===== config.mk =====
export PLATFORM = sky130hd
export DESIGN_NAME = hbdi_top
export DESIGN_NICKNAME = d
export VERILOG_FILES = /design/src/logic/hbdi_pkg.sv /design/src/logic/hbdi_rx_dma.sv /design/src/logic/hbdi_top.sv
export VERILOG_INCLUDE_DIRS = /design/src /design/src/logic
export SDC_FILE = /design/constraint.sdc
export NUM_CORES = 1
export LEC_CHECK = 0
export BUFFER_PORTS_ARGS = -buffer_cell sky130_fd_sc_hd__buf_2
export CAP_MARGIN = 25
export CELL_PAD_IN_SITES_DETAIL_PLACEMENT = 2
export CELL_PAD_IN_SITES_GLOBAL_PLACEMENT = 2
export CORE_ASPECT_RATIO = 2
export CORE_MARGIN = 5
export CORE_UTILIZATION = 29
export DETAILED_ROUTE_END_ITERATION = 7
export GPL_TIMING_DRIVEN = 0
export PLACE_DENSITY_LB_ADDON = 0.08
export SLEW_MARGIN = 20
export SYNTH_ARGS = -nofsm -noshare
export SYNTH_HDL_FRONTEND = slang
export SYNTH_SLANG_ARGS = --single-unit

===== constraint.sdc =====
create_clock -name SYS_CLK_IN -period 1.3 [get_ports SYS_CLK_IN]
set_clock_uncertainty 0.05 [all_clocks]
set_input_delay 0.13 -clock SYS_CLK_IN [delete_from_list [all_inputs] [get_ports SYS_CLK_IN]]
set_output_delay 0.13 -clock SYS_CLK_IN [all_outputs]
set_load 0.05 [all_outputs]

===== src/logic/hbdi_defs.svh =====
`ifndef HBDI_DEFS_SVH
`define HBDI_DEFS_SVH

// Register select width and reset value of the latched address
`define HBDI_ADDR_W     7
`define HBDI_ADDR_RST   7'h00

// Number of DMA channels and the channel indices
`define HBDI_CHANS      2
`define HBDI_CH_A       0
`define HBDI_CH_B       1

// Receive block sizes, stored as length minus one
`define HBDI_CNT_W      5
`define HBDI_BLK_32     5'h1F
`define HBDI_BLK_16     5'h0F
`define HBDI_BLK_8      5'h07
`define HBDI_BLK_4      5'h03
`define HBDI_CNT_ZERO   5'h00
`define HBDI_CNT_ONE    5'h01

// Block size select codes
`define HBDI_SZ_32      2'h0
`define HBDI_SZ_16      2'h1
`define HBDI_SZ_8       2'h2
`define HBDI_SZ_4       2'h3

`endif


===== src/logic/hbdi_pkg.sv =====
package hbdi_pkg;

    // Access tracker: one strobe makes exactly one access pulse
    typedef enum logic {
        HBDI_ACC_IDLE,
        HBDI_ACC_BUSY
    } hbdi_acc_e;

    // Host port state
    typedef struct packed {
        logic       ale_q;      // Latch strobe seen last cycle
        hbdi_acc_e  acc;
        logic [6:0] addr_r;     // Latched register address
        logic [6:0] reg_addr;
        logic       reg_rd;
        logic       reg_wr;
        logic [1:0] fifo_rd;
        logic [1:0] fifo_wr;
        logic       int_oe;
        logic       ctl_func;   // Function of the mode-dependent pin
        logic       alt_mode;   // Data strobe bus mode in use
    } hbdi_top_s;

    // Receive DMA request state of one channel
    typedef struct packed {
        logic       req;
        logic [4:0] cnt;
    } hbdi_rxd_s;

endpackage


===== src/logic/hbdi_rx_dma.sv =====
`timescale 1ns/1ps
`include "hbdi_defs.svh"

module hbdi_rx_dma
    import hbdi_pkg::*;
(
    input  wire logic       clk_in,
    input  wire logic       rst_b_in,
    input  wire logic       ce_in,
    input  wire logic       need_in,
    input  wire logic [1:0] size_sel_in,
    input  wire logic       rd_pulse_in,
    output logic            req_out
);

    hbdi_rxd_s st_r;
    hbdi_rxd_s st_nxt;

    // Block countdown; the request is held for the whole block
    always_comb begin
        st_nxt = st_r;
        if (!st_r.req) begin
            if (need_in) begin
                st_nxt.req = 1'b1;
                case (size_sel_in)
                    `HBDI_SZ_32: st_nxt.cnt = `HBDI_BLK_32;
                    `HBDI_SZ_16: st_nxt.cnt = `HBDI_BLK_16;
                    `HBDI_SZ_8:  st_nxt.cnt = `HBDI_BLK_8;
                    default:     st_nxt.cnt = `HBDI_BLK_4;
                endcase
            end
        end else if (rd_pulse_in) begin
            // Last read drops the request on the next edge
            if (st_r.cnt == `HBDI_CNT_ZERO) begin
                st_nxt.req = 1'b0;
            end else begin
                st_nxt.cnt = st_r.cnt - `HBDI_CNT_ONE;
            end
        end
    end

    // State register, frozen while the clock enable is low
    always_ff @(posedge clk_in) begin
        if (!rst_b_in) begin
            st_r <= '{req: 1'b0, cnt: `HBDI_CNT_ZERO};
        end else if (ce_in) begin
            st_r <= st_nxt;
        end
    end

    assign req_out = st_r.req;
endmodule // hbdi_rx_dma


===== src/logic/hbdi_top.sv =====
// How it works
// - Latch strobe high marks an address phase
// - Address captured on latch strobe falling edge
// - Secondary mode pin picks control pin function
// - Seven address bits select one register
// - Interrupt output active while interrupt pending
// - Interrupt output only pulls low or floats
// - Acknowledged strobes access the channel FIFO top
// - Active acknowledge overrides the address inputs
// - Primary mode pin selects bus protocol
// - Receive request held per block, drops after last
`timescale 1ns/1ps
`include "hbdi_defs.svh"

module hbdi_top
    import hbdi_pkg::*;
(
    input  wire logic       SYS_CLK_IN,
    input  wire logic       RST_B_IN,
    input  wire logic       CE_IN,
    input  wire logic       PRIMARY_MODE_IN,
    input  wire logic       ALE_SEC_MODE_IN,
    input  wire logic [6:0] ADDR_IN,
    input  wire logic       CS_N_IN,
    input  wire logic       RD_DS_N_IN,
    input  wire logic       WR_N_RW_IN,
    input  wire logic [1:0] DMA_ACK_N_IN,
    input  wire logic       IRQ_PENDING_IN,
    input  wire logic [1:0] RX_NEED_IN,
    input  wire logic [1:0] RX_BLK_SEL_IN,
    output logic [6:0]      REG_ADDR_OUT,
    output logic            REG_RD_OUT,
    output logic            REG_WR_OUT,
    output logic [1:0]      FIFO_RD_OUT,
    output logic [1:0]      FIFO_WR_OUT,
    output logic [1:0]      RX_DMA_REQ_OUT,
    output logic            INT_N_OUT,
    output logic            INT_OE_OUT,
    output logic            CTL_FUNC_OUT,
    output logic            ALT_MODE_OUT
);

    localparam hbdi_top_s TOP_RST = '{
        ale_q:    1'b1,
        acc:      HBDI_ACC_IDLE,
        addr_r:   `HBDI_ADDR_RST,
        reg_addr: `HBDI_ADDR_RST,
        reg_rd:   1'b0,
        reg_wr:   1'b0,
        fifo_rd:  2'h0,
        fifo_wr:  2'h0,
        int_oe:   1'b0,
        ctl_func: 1'b0,
        alt_mode: 1'b0
    };

    hbdi_top_s  st_r;
    hbdi_top_s  st_nxt;
    logic       alt_mode;
    logic [1:0] dack_act;
    logic       sel;
    logic       strobe;
    logic       is_rd;
    logic       ale_fall;
    logic       mux_phase;

    // Pin decode; the mode pin is a strap and is taken as static
    always_comb begin
        alt_mode  = PRIMARY_MODE_IN;
        dack_act  = ~DMA_ACK_N_IN;
        sel       = ~CS_N_IN | (|dack_act);
        strobe    = sel & (alt_mode ? ~RD_DS_N_IN
                                    : (~RD_DS_N_IN | ~WR_N_RW_IN));
        is_rd     = alt_mode ? WR_N_RW_IN : ~RD_DS_N_IN;
        ale_fall  = !alt_mode && st_r.ale_q && !ALE_SEC_MODE_IN;
        // Latch strobe low during a strobe means a multiplexed bus
        mux_phase = !alt_mode && !ALE_SEC_MODE_IN;
    end

    // Next state: address latch, access pulses, pin functions
    always_comb begin
        st_nxt         = st_r;
        st_nxt.ale_q   = ALE_SEC_MODE_IN;
        st_nxt.reg_rd  = 1'b0;
        st_nxt.reg_wr  = 1'b0;
        st_nxt.fifo_rd = 2'h0;
        st_nxt.fifo_wr = 2'h0;
        // High phase only selects; the address is taken at the fall
        if (ale_fall) begin
            st_nxt.addr_r = ADDR_IN;
        end
        case (st_r.acc)
            HBDI_ACC_IDLE: begin
                if (strobe) begin
                    st_nxt.acc = HBDI_ACC_BUSY;
                    // Channel A wins if both acknowledges are low
                    if (dack_act[`HBDI_CH_A]) begin
                        st_nxt.fifo_rd[`HBDI_CH_A] = is_rd;
                        st_nxt.fifo_wr[`HBDI_CH_A] = !is_rd;
                    end else if (dack_act[`HBDI_CH_B]) begin
                        st_nxt.fifo_rd[`HBDI_CH_B] = is_rd;
                        st_nxt.fifo_wr[`HBDI_CH_B] = !is_rd;
                    end else begin
                        st_nxt.reg_addr = mux_phase ? st_nxt.addr_r
                                                    : ADDR_IN;
                        st_nxt.reg_rd   = is_rd;
                        st_nxt.reg_wr   = !is_rd;
                    end
                end
            end
            HBDI_ACC_BUSY: begin
                // Wait for the strobe to end so one access is one pulse
                if (!strobe) begin
                    st_nxt.acc = HBDI_ACC_IDLE;
                end
            end
            default: begin
                st_nxt.acc = HBDI_ACC_IDLE;
            end
        endcase
        st_nxt.int_oe  = IRQ_PENDING_IN;
        // Shared pin is the mode level only in the alternate bus mode
        st_nxt.ctl_func = alt_mode && ALE_SEC_MODE_IN;
        st_nxt.alt_mode = alt_mode;
    end

    // State register, frozen while the clock enable is low
    always_ff @(posedge SYS_CLK_IN) begin
        if (!RST_B_IN) begin
            st_r <= TOP_RST;
        end else if (CE_IN) begin
            st_r <= st_nxt;
        end
    end

    // Receive DMA request, one tracker per channel
    genvar ch;
    generate
        for (ch = 0; ch < `HBDI_CHANS; ch++) begin : g_rxd
            hbdi_rx_dma u_rxd (
                .clk_in      (SYS_CLK_IN),
                .rst_b_in    (RST_B_IN),
                .ce_in       (CE_IN),
                .need_in     (RX_NEED_IN[ch]),
                .size_sel_in (RX_BLK_SEL_IN),
                .rd_pulse_in (st_r.fifo_rd[ch]),
                .req_out     (RX_DMA_REQ_OUT[ch])
            );
        end
    endgenerate

    // Outputs straight from the state register, all but the constant interrupt level
    assign REG_ADDR_OUT  = st_r.reg_addr;
    assign REG_RD_OUT    = st_r.reg_rd;
    assign REG_WR_OUT    = st_r.reg_wr;
    assign FIFO_RD_OUT   = st_r.fifo_rd;
    assign FIFO_WR_OUT   = st_r.fifo_wr;
    // Open drain: the level is always low, only the enable moves
    assign INT_N_OUT     = 1'b0;
    assign INT_OE_OUT    = st_r.int_oe;
    assign CTL_FUNC_OUT  = st_r.ctl_func;
    assign ALT_MODE_OUT  = st_r.alt_mode;
endmodule // hbdi_top


* After elaboration in Yosys (flattened, before gate mapping)
Cells that the tools add are included.
** Word-level totals
- Bits in registers :: 37
- Output and inout port bits :: 19
- Word-level logic and storage cells :: 74
** Operators by class
- $add $sub $neg :: 2
- Equal/unequal tests :: 6
- Muxes and demuxes :: 25
- Bitwise logic cells :: 10
- Reductions and logical operators :: 16
** Operators with widths (count)
- two-way mux 6 bit :: 8
- case mux 5 bit (3 select lines) :: 1
- two-way mux 7 bit :: 2
- logical NOT 5 bit :: 2
- two-way mux 1 bit :: 10
- two-way mux 5 bit :: 2
- subtractor 5 x 1 -> 5 bit (second input constant) :: 2
- != test 2 bit (second input constant) :: 4
- AND reduction 4 bit :: 2
- NOT 1 bit :: 6
- AND reduction 5 bit :: 1
- logical AND 1 bit :: 4
- nonzero test 2 bit :: 2
- logical NOT 1 bit :: 3
- two-way mux 3 bit :: 1
- == test 2 x 1 -> 1 bit (second input constant) :: 1
- == test 2 bit (second input constant) :: 1
- logical NOT 2 bit :: 1
- two-way mux 2 bit :: 1
- NOT 2 bit :: 1
- bitwise OR 1 bit :: 2
- OR reduction 2 bit :: 1
- bitwise AND 1 bit :: 1

* Longest topological paths before layout
- Depth after elaboration :: 7
- Mapped depth :: 7
- Depth with buffers taken out :: 6

* Modules after synthesis
Synthesis repeated with hierarchy kept, for this count alone.
** Second synthesis, totals
- Cells, all modules :: 201
- Area total of the unflattened synthesis :: 1946.9 sq um
** By module, submodules not included
- hbdi_top :: instances 1, cells an instance 119, area each 1203.7 sq um, sequential area each 500.5 sq um
- hbdi_rx_dma :: instances 2, cells an instance 41, area each 371.6 sq um, sequential area each 120.1 sq um

* Least setup slack after synthesis
Ideal clock, no wire load.
- Path type :: register -> register
- From :: reg g_rxd[0].u_rxd.st_r[0] (netlist bit)
- To :: reg g_rxd[0].u_rxd.st_r[2] (netlist bit)
- Library setup time :: 0.121 ns
- Arrival time :: 1.258 ns
- Data required time :: 1.129 ns
- Setup slack :: -0.129 ns
- Stages on the path, launching flop included :: 7
- Buffers on the path :: 0
- Clock period less this slack :: 1.429 ns
- Path through :: dfxtp_1 inv_1 ha_1 nor4b_4 o2bb2ai_1 o21a_1 o22ai_1
** Between the ends
- Longest elaborated chain between the ends :: 4
- Elaborated cells on any way between the ends :: 7
- Classes of those cells :: 1 x add/sub; 1 x eq/ne; 3 x mux; 2 x reduce/logical
** RTL lines
- start: declaration :: RTL line hbdi_rx_dma.sv:16 : hbdi_rxd_s st_r;
- start signal: assignment :: RTL line hbdi_rx_dma.sv:45 : st_r <= '{req: 1'b0, cnt: `HBDI_CNT_ZERO};
- start signal: assignment :: RTL line hbdi_rx_dma.sv:47 : st_r <= st_nxt;
- subtractor 5 x 1 -> 5 bit (no line)
- two-way mux 5 bit :: RTL line hbdi_rx_dma.sv:34 : if (st_r.cnt == `HBDI_CNT_ZERO) begin
- two-way mux 6 bit :: RTL line hbdi_rx_dma.sv:32 : end else if (rd_pulse_in) begin
- two-way mux 6 bit :: RTL line hbdi_rx_dma.sv:22 : if (!st_r.req) begin
Parallel ways exist; a longest one is shown, timed or not. The select of a mux whose other input is x is not followed.
A chain may end at the register's enable or synchronous reset.

* Worst setup path in the final report
- From :: reg g_rxd[1].u_rxd.st_r[0] (netlist bit)
- To :: reg g_rxd[1].u_rxd.st_r[2] (netlist bit)
** Between the ends
- Longest elaborated chain between the ends :: 4
- Elaborated cells on any way between the ends :: 7
- Classes of those cells :: 1 x add/sub; 1 x eq/ne; 3 x mux; 2 x reduce/logical
** RTL lines (RTL line)
- start: declaration :: hbdi_rx_dma.sv:16
- start signal: assignment :: hbdi_rx_dma.sv:45
- start signal: assignment :: hbdi_rx_dma.sv:47
- subtractor 5 x 1 -> 5 bit (no line)
- two-way mux 5 bit :: hbdi_rx_dma.sv:34
- two-way mux 6 bit :: hbdi_rx_dma.sv:32
- two-way mux 6 bit :: hbdi_rx_dma.sv:22
Parallel ways exist; a longest one is shown, timed or not. The select of a mux whose other input is x is not followed.

==> flow_metrics.tcl <==
set metrics [dict create \
    violations "negative setup slack" \
    path_delay_family "compound AO/OA/AOI/OAI gates" \
    nets 299 \
    grt_overflow_total 0 \
    worst_slew_pin_slew_ns 0.590 \
    cts_buffers 5 \
    htreeDepth 2 \
    worstSkewPairLatency_ns 0.29 \
    ant_nets 0 \
    die_x_um 68.0 \
    grt_antenna_before_repair 0 \
    endpoint_kind "flop" \
    whs_path_depth 3 \
    max-cap-violations 0 \
    hpwl_mm 4.32 \
    start_kind "flop" \
    ir_drop_mv 0.986 \
    pre_cts_slack_ns -0.220 \
    yosysTopAreaCell "dfxtp_1" \
    clk_pin_slew_worst_paths_ns 0.06 \
    yosysTopAreaCellShare_pct 38.0 \
    slew-limit-headroom_pct 60.6 \
    arrival_ns 1.64 \
    hold_violations 0 \
    ys_seq_area_share_pct 38.0 \
    finalMaxSlewViolations 0 \
    stdcell_count 362 \
    routed_via_density 4.77 \
    yosysWarnings 0 \
    status "finished, violations left" \
    wl_per_cell_um 16.5 \
    p_per_area_nw_per_um2 1130 \
    drive_gt1_share_pct 46.7 \
    worstSetupPathType "flop to flop" \
    drt_iter0_markers 27 \
    cts_tree "built" \
    cp_max_fo 5 \
    synth.area.top_cells "dfxtp_1 38%, mux2i_1 8.7%, buf_4 5.8%, o211a_1 5.6%, nor2b_1 5.5%" \
    grt_max_degree 12 \
    syn_nets 234 \
    max_freq_ghz 0.661 \
    rsz0062_at_grt "true" \
    portBuffers 37 \
    die_h_um 126 \
    fin_crit_ns 1.51 \
    place_congestion 0.710 \
    clock_sinks 37 \
    grt_pass1_vias 1994 \
    post-route-period-util_pct 116 \
    syn_avg_cell_area_um2 9.37 \
    leakagePower_nw 1.28 \
    grt_pass1_wl_mm 9.36 \
    vias 1727 \
    slowest_delay_ns 0.34 \
    start_util_pct 29.7 \
    finalSetupViolCount 12 \
    cp.required_ns 1.43 \
    path_depth 8 \
    ios 41 \
    min_path_type "input port to flop" \
    cts_buffer_depth 2 \
    drc_errors 0 \
    synth_area_um2 1950 \
    dr.pass1.iters 2 \
    root_buffer "clkbuf_16" \
    final.setup.worst_slack_ns -0.213 \
    r2r_cells 8 \
    syn_to_final_growth_pct 46.4 \
    totalWireLength_mm 5.96 \
    dp_cells 333 \
    dieArea_um2 8560 \
    cp_num_buf_inv 3 \
    syn_inst 208 \
    track_usage_pct 14.9 \
    core_area_um2 6570 \
    cp_cell_sequence "inv_2 -> ha_4 -> nor4b_4 -> buf_4 -> o21ai_4 -> buf_12 -> o21a_1 -> o22ai_2" \
    worst_path_max_delay_cell "dfxtp_2" \
    fin_util_pct 43.4 \
    ys_types 37 \
    antenna_cells 0 \
    rows 42 \
    ys_ff_latch 37 \
]
[state kept, by name, indices dropped and copies added (netlist names), 2 cells and up]
name / count
st_r: 9
REG_ADDR_OUT: 7
FIFO_RD_OUT: 2
g_rxd.u_rxd.st_r: 10
FIFO_WR_OUT: 2
g_rxd.u_rxd.req_out: 2
[cells in the mapped netlist (all sizes together)]
master	count
nand2b	2
mux2i	17
inv	9
a21oi	9
nand3b	1
and2	4
a2bb2oi	4
a21boi	3
o211a	11
dfxtp	37
xnor2	4
nor2b	17
nor2	4
clkbuf	4
nor4b	4
o21ai	6
ha	4
o21a	2
nand2	22
conb	1
buf	19
o22ai	4
nor3	4
nand3	7
o32ai	2
nor3b	2
o2bb2ai	1
nand4b	1
and4bb	1
a22oi	1
a21o	1
[logic make-up (layout without fill, tap and decap cells)]
logic type / Yosys count / count (layout) / synth area share, %
AOI/OAI and AO/OA: 44 / 44 / 16.8
xor gates and xnor gates: 4 / 4 / 1.80
adders and majority gates: 4 / 4 / 2.57
buffers and inverters: 32 / 98 / 9.95
DFF: 37 / 37 / 38.0
muxes: 17 / 17 / 8.73
other: 1 / 1 / 0.192
and+or+nand+nor: 69 / 69 / 22.0
[cell usage in the layout, fill, tap and decap left out, types with 3 or more instances in the layout]
master and count:
buf_12 3, ha_4 3, mux2i_1 14, nor2b_1 15
buf_4 28, nand2_1 19, buf_2 35, o21ai_2 4
clkbuf_1 4, dfxtp_2 6, nand2_2 3, buf_6 6
inv_1 5, inv_2 4, o22ai_1 3, o211a_1 11
nand3_1 6, xnor2_1 3, clkbuf_4 3, nor2_1 3
and2_1 4, dfxtp_1 31, clkbuf_16 6, a21oi_1 8
a2bb2oi_1 3
[layer usage]
metal / up-vias / wire [um] / GRT usage, %
met5: - / 0 / 0
met1: 841 / 2000 / 12.7
met4: 0 / 157 / 7.50
met2: 34 / 3620 / 29.4
met3: 11 / 176 / 3.39
li1: 841 / - / -
[cell type report]
| cell class | count | area, um^2 |
|---|---|---|
| Buffer | 23 | 168 |
| Clock buffer | 7 | 153 |
| Clock inverter | 1 | 5.00 |
| Fill cell | 718 | 3710 |
| Inverter | 9 | 33.8 |
| Multi-Input combinational cell | 139 | 1210 |
| Sequential cell | 37 | 748 |
| Tap cell | 88 | 110 |
| Timing Repair Buffer | 58 | 423 |
[worst reg2reg max path, cell delays in order, from the launching register on]
cell     delay, ns
dfxtp_2       0.34
inv_2         0.05
ha_4          0.15
nor4b_4       0.12
buf_4         0.16
o21ai_4       0.17
buf_12        0.14
o21a_1        0.15
o22ai_2       0.07
[worst paths after layout]
kind / from / to / slack (ns)
max: g_rxd[1].u_rxd.st_r[0] / g_rxd[1].u_rxd.st_r[2] / -0.21
max reg2reg: g_rxd[1].u_rxd.st_r[0] / g_rxd[1].u_rxd.st_r[2] / -0.21
min reg2reg: st_r[23] / st_r[23] / 0.44
min: IRQ_PENDING_IN / INT_OE_OUT / 0.06
[stage by stage]
step	power (W)	hold WS [ns]	cell area (um^2)	TNS, ns
5_1_grt	0.00338	0.0778	2850	-2.45
3_3_place_gp	0.00174	0.353	2260	-2.73
3_5_place_dp	0.00175	0.360	2260	-3.39
6_report	0.00323	0.0637	2850	-1.44
4_1_cts	0.00320	0.0627	2740	-1.22
2_1_floorplan	0.00160	0.208	1960	-0.00549
[timing repair]
item,CTS,global route
setup endpoints to repair,27,28
pin swaps,14,10
gates resized for setup,41,19
hold buffers,0,0
cloned,0,1
setup buffers,18,4
[power by group]
group	total (W)	switching [W]	internal, W
Combinational	0.000689	0.000338	0.000351
Clock	0.00129	0.000476	0.000811
Sequential	0.00125	0.0000610	0.00119
Total	0.00323	0.000875	0.00235
(Power assumes the default switching activity.)
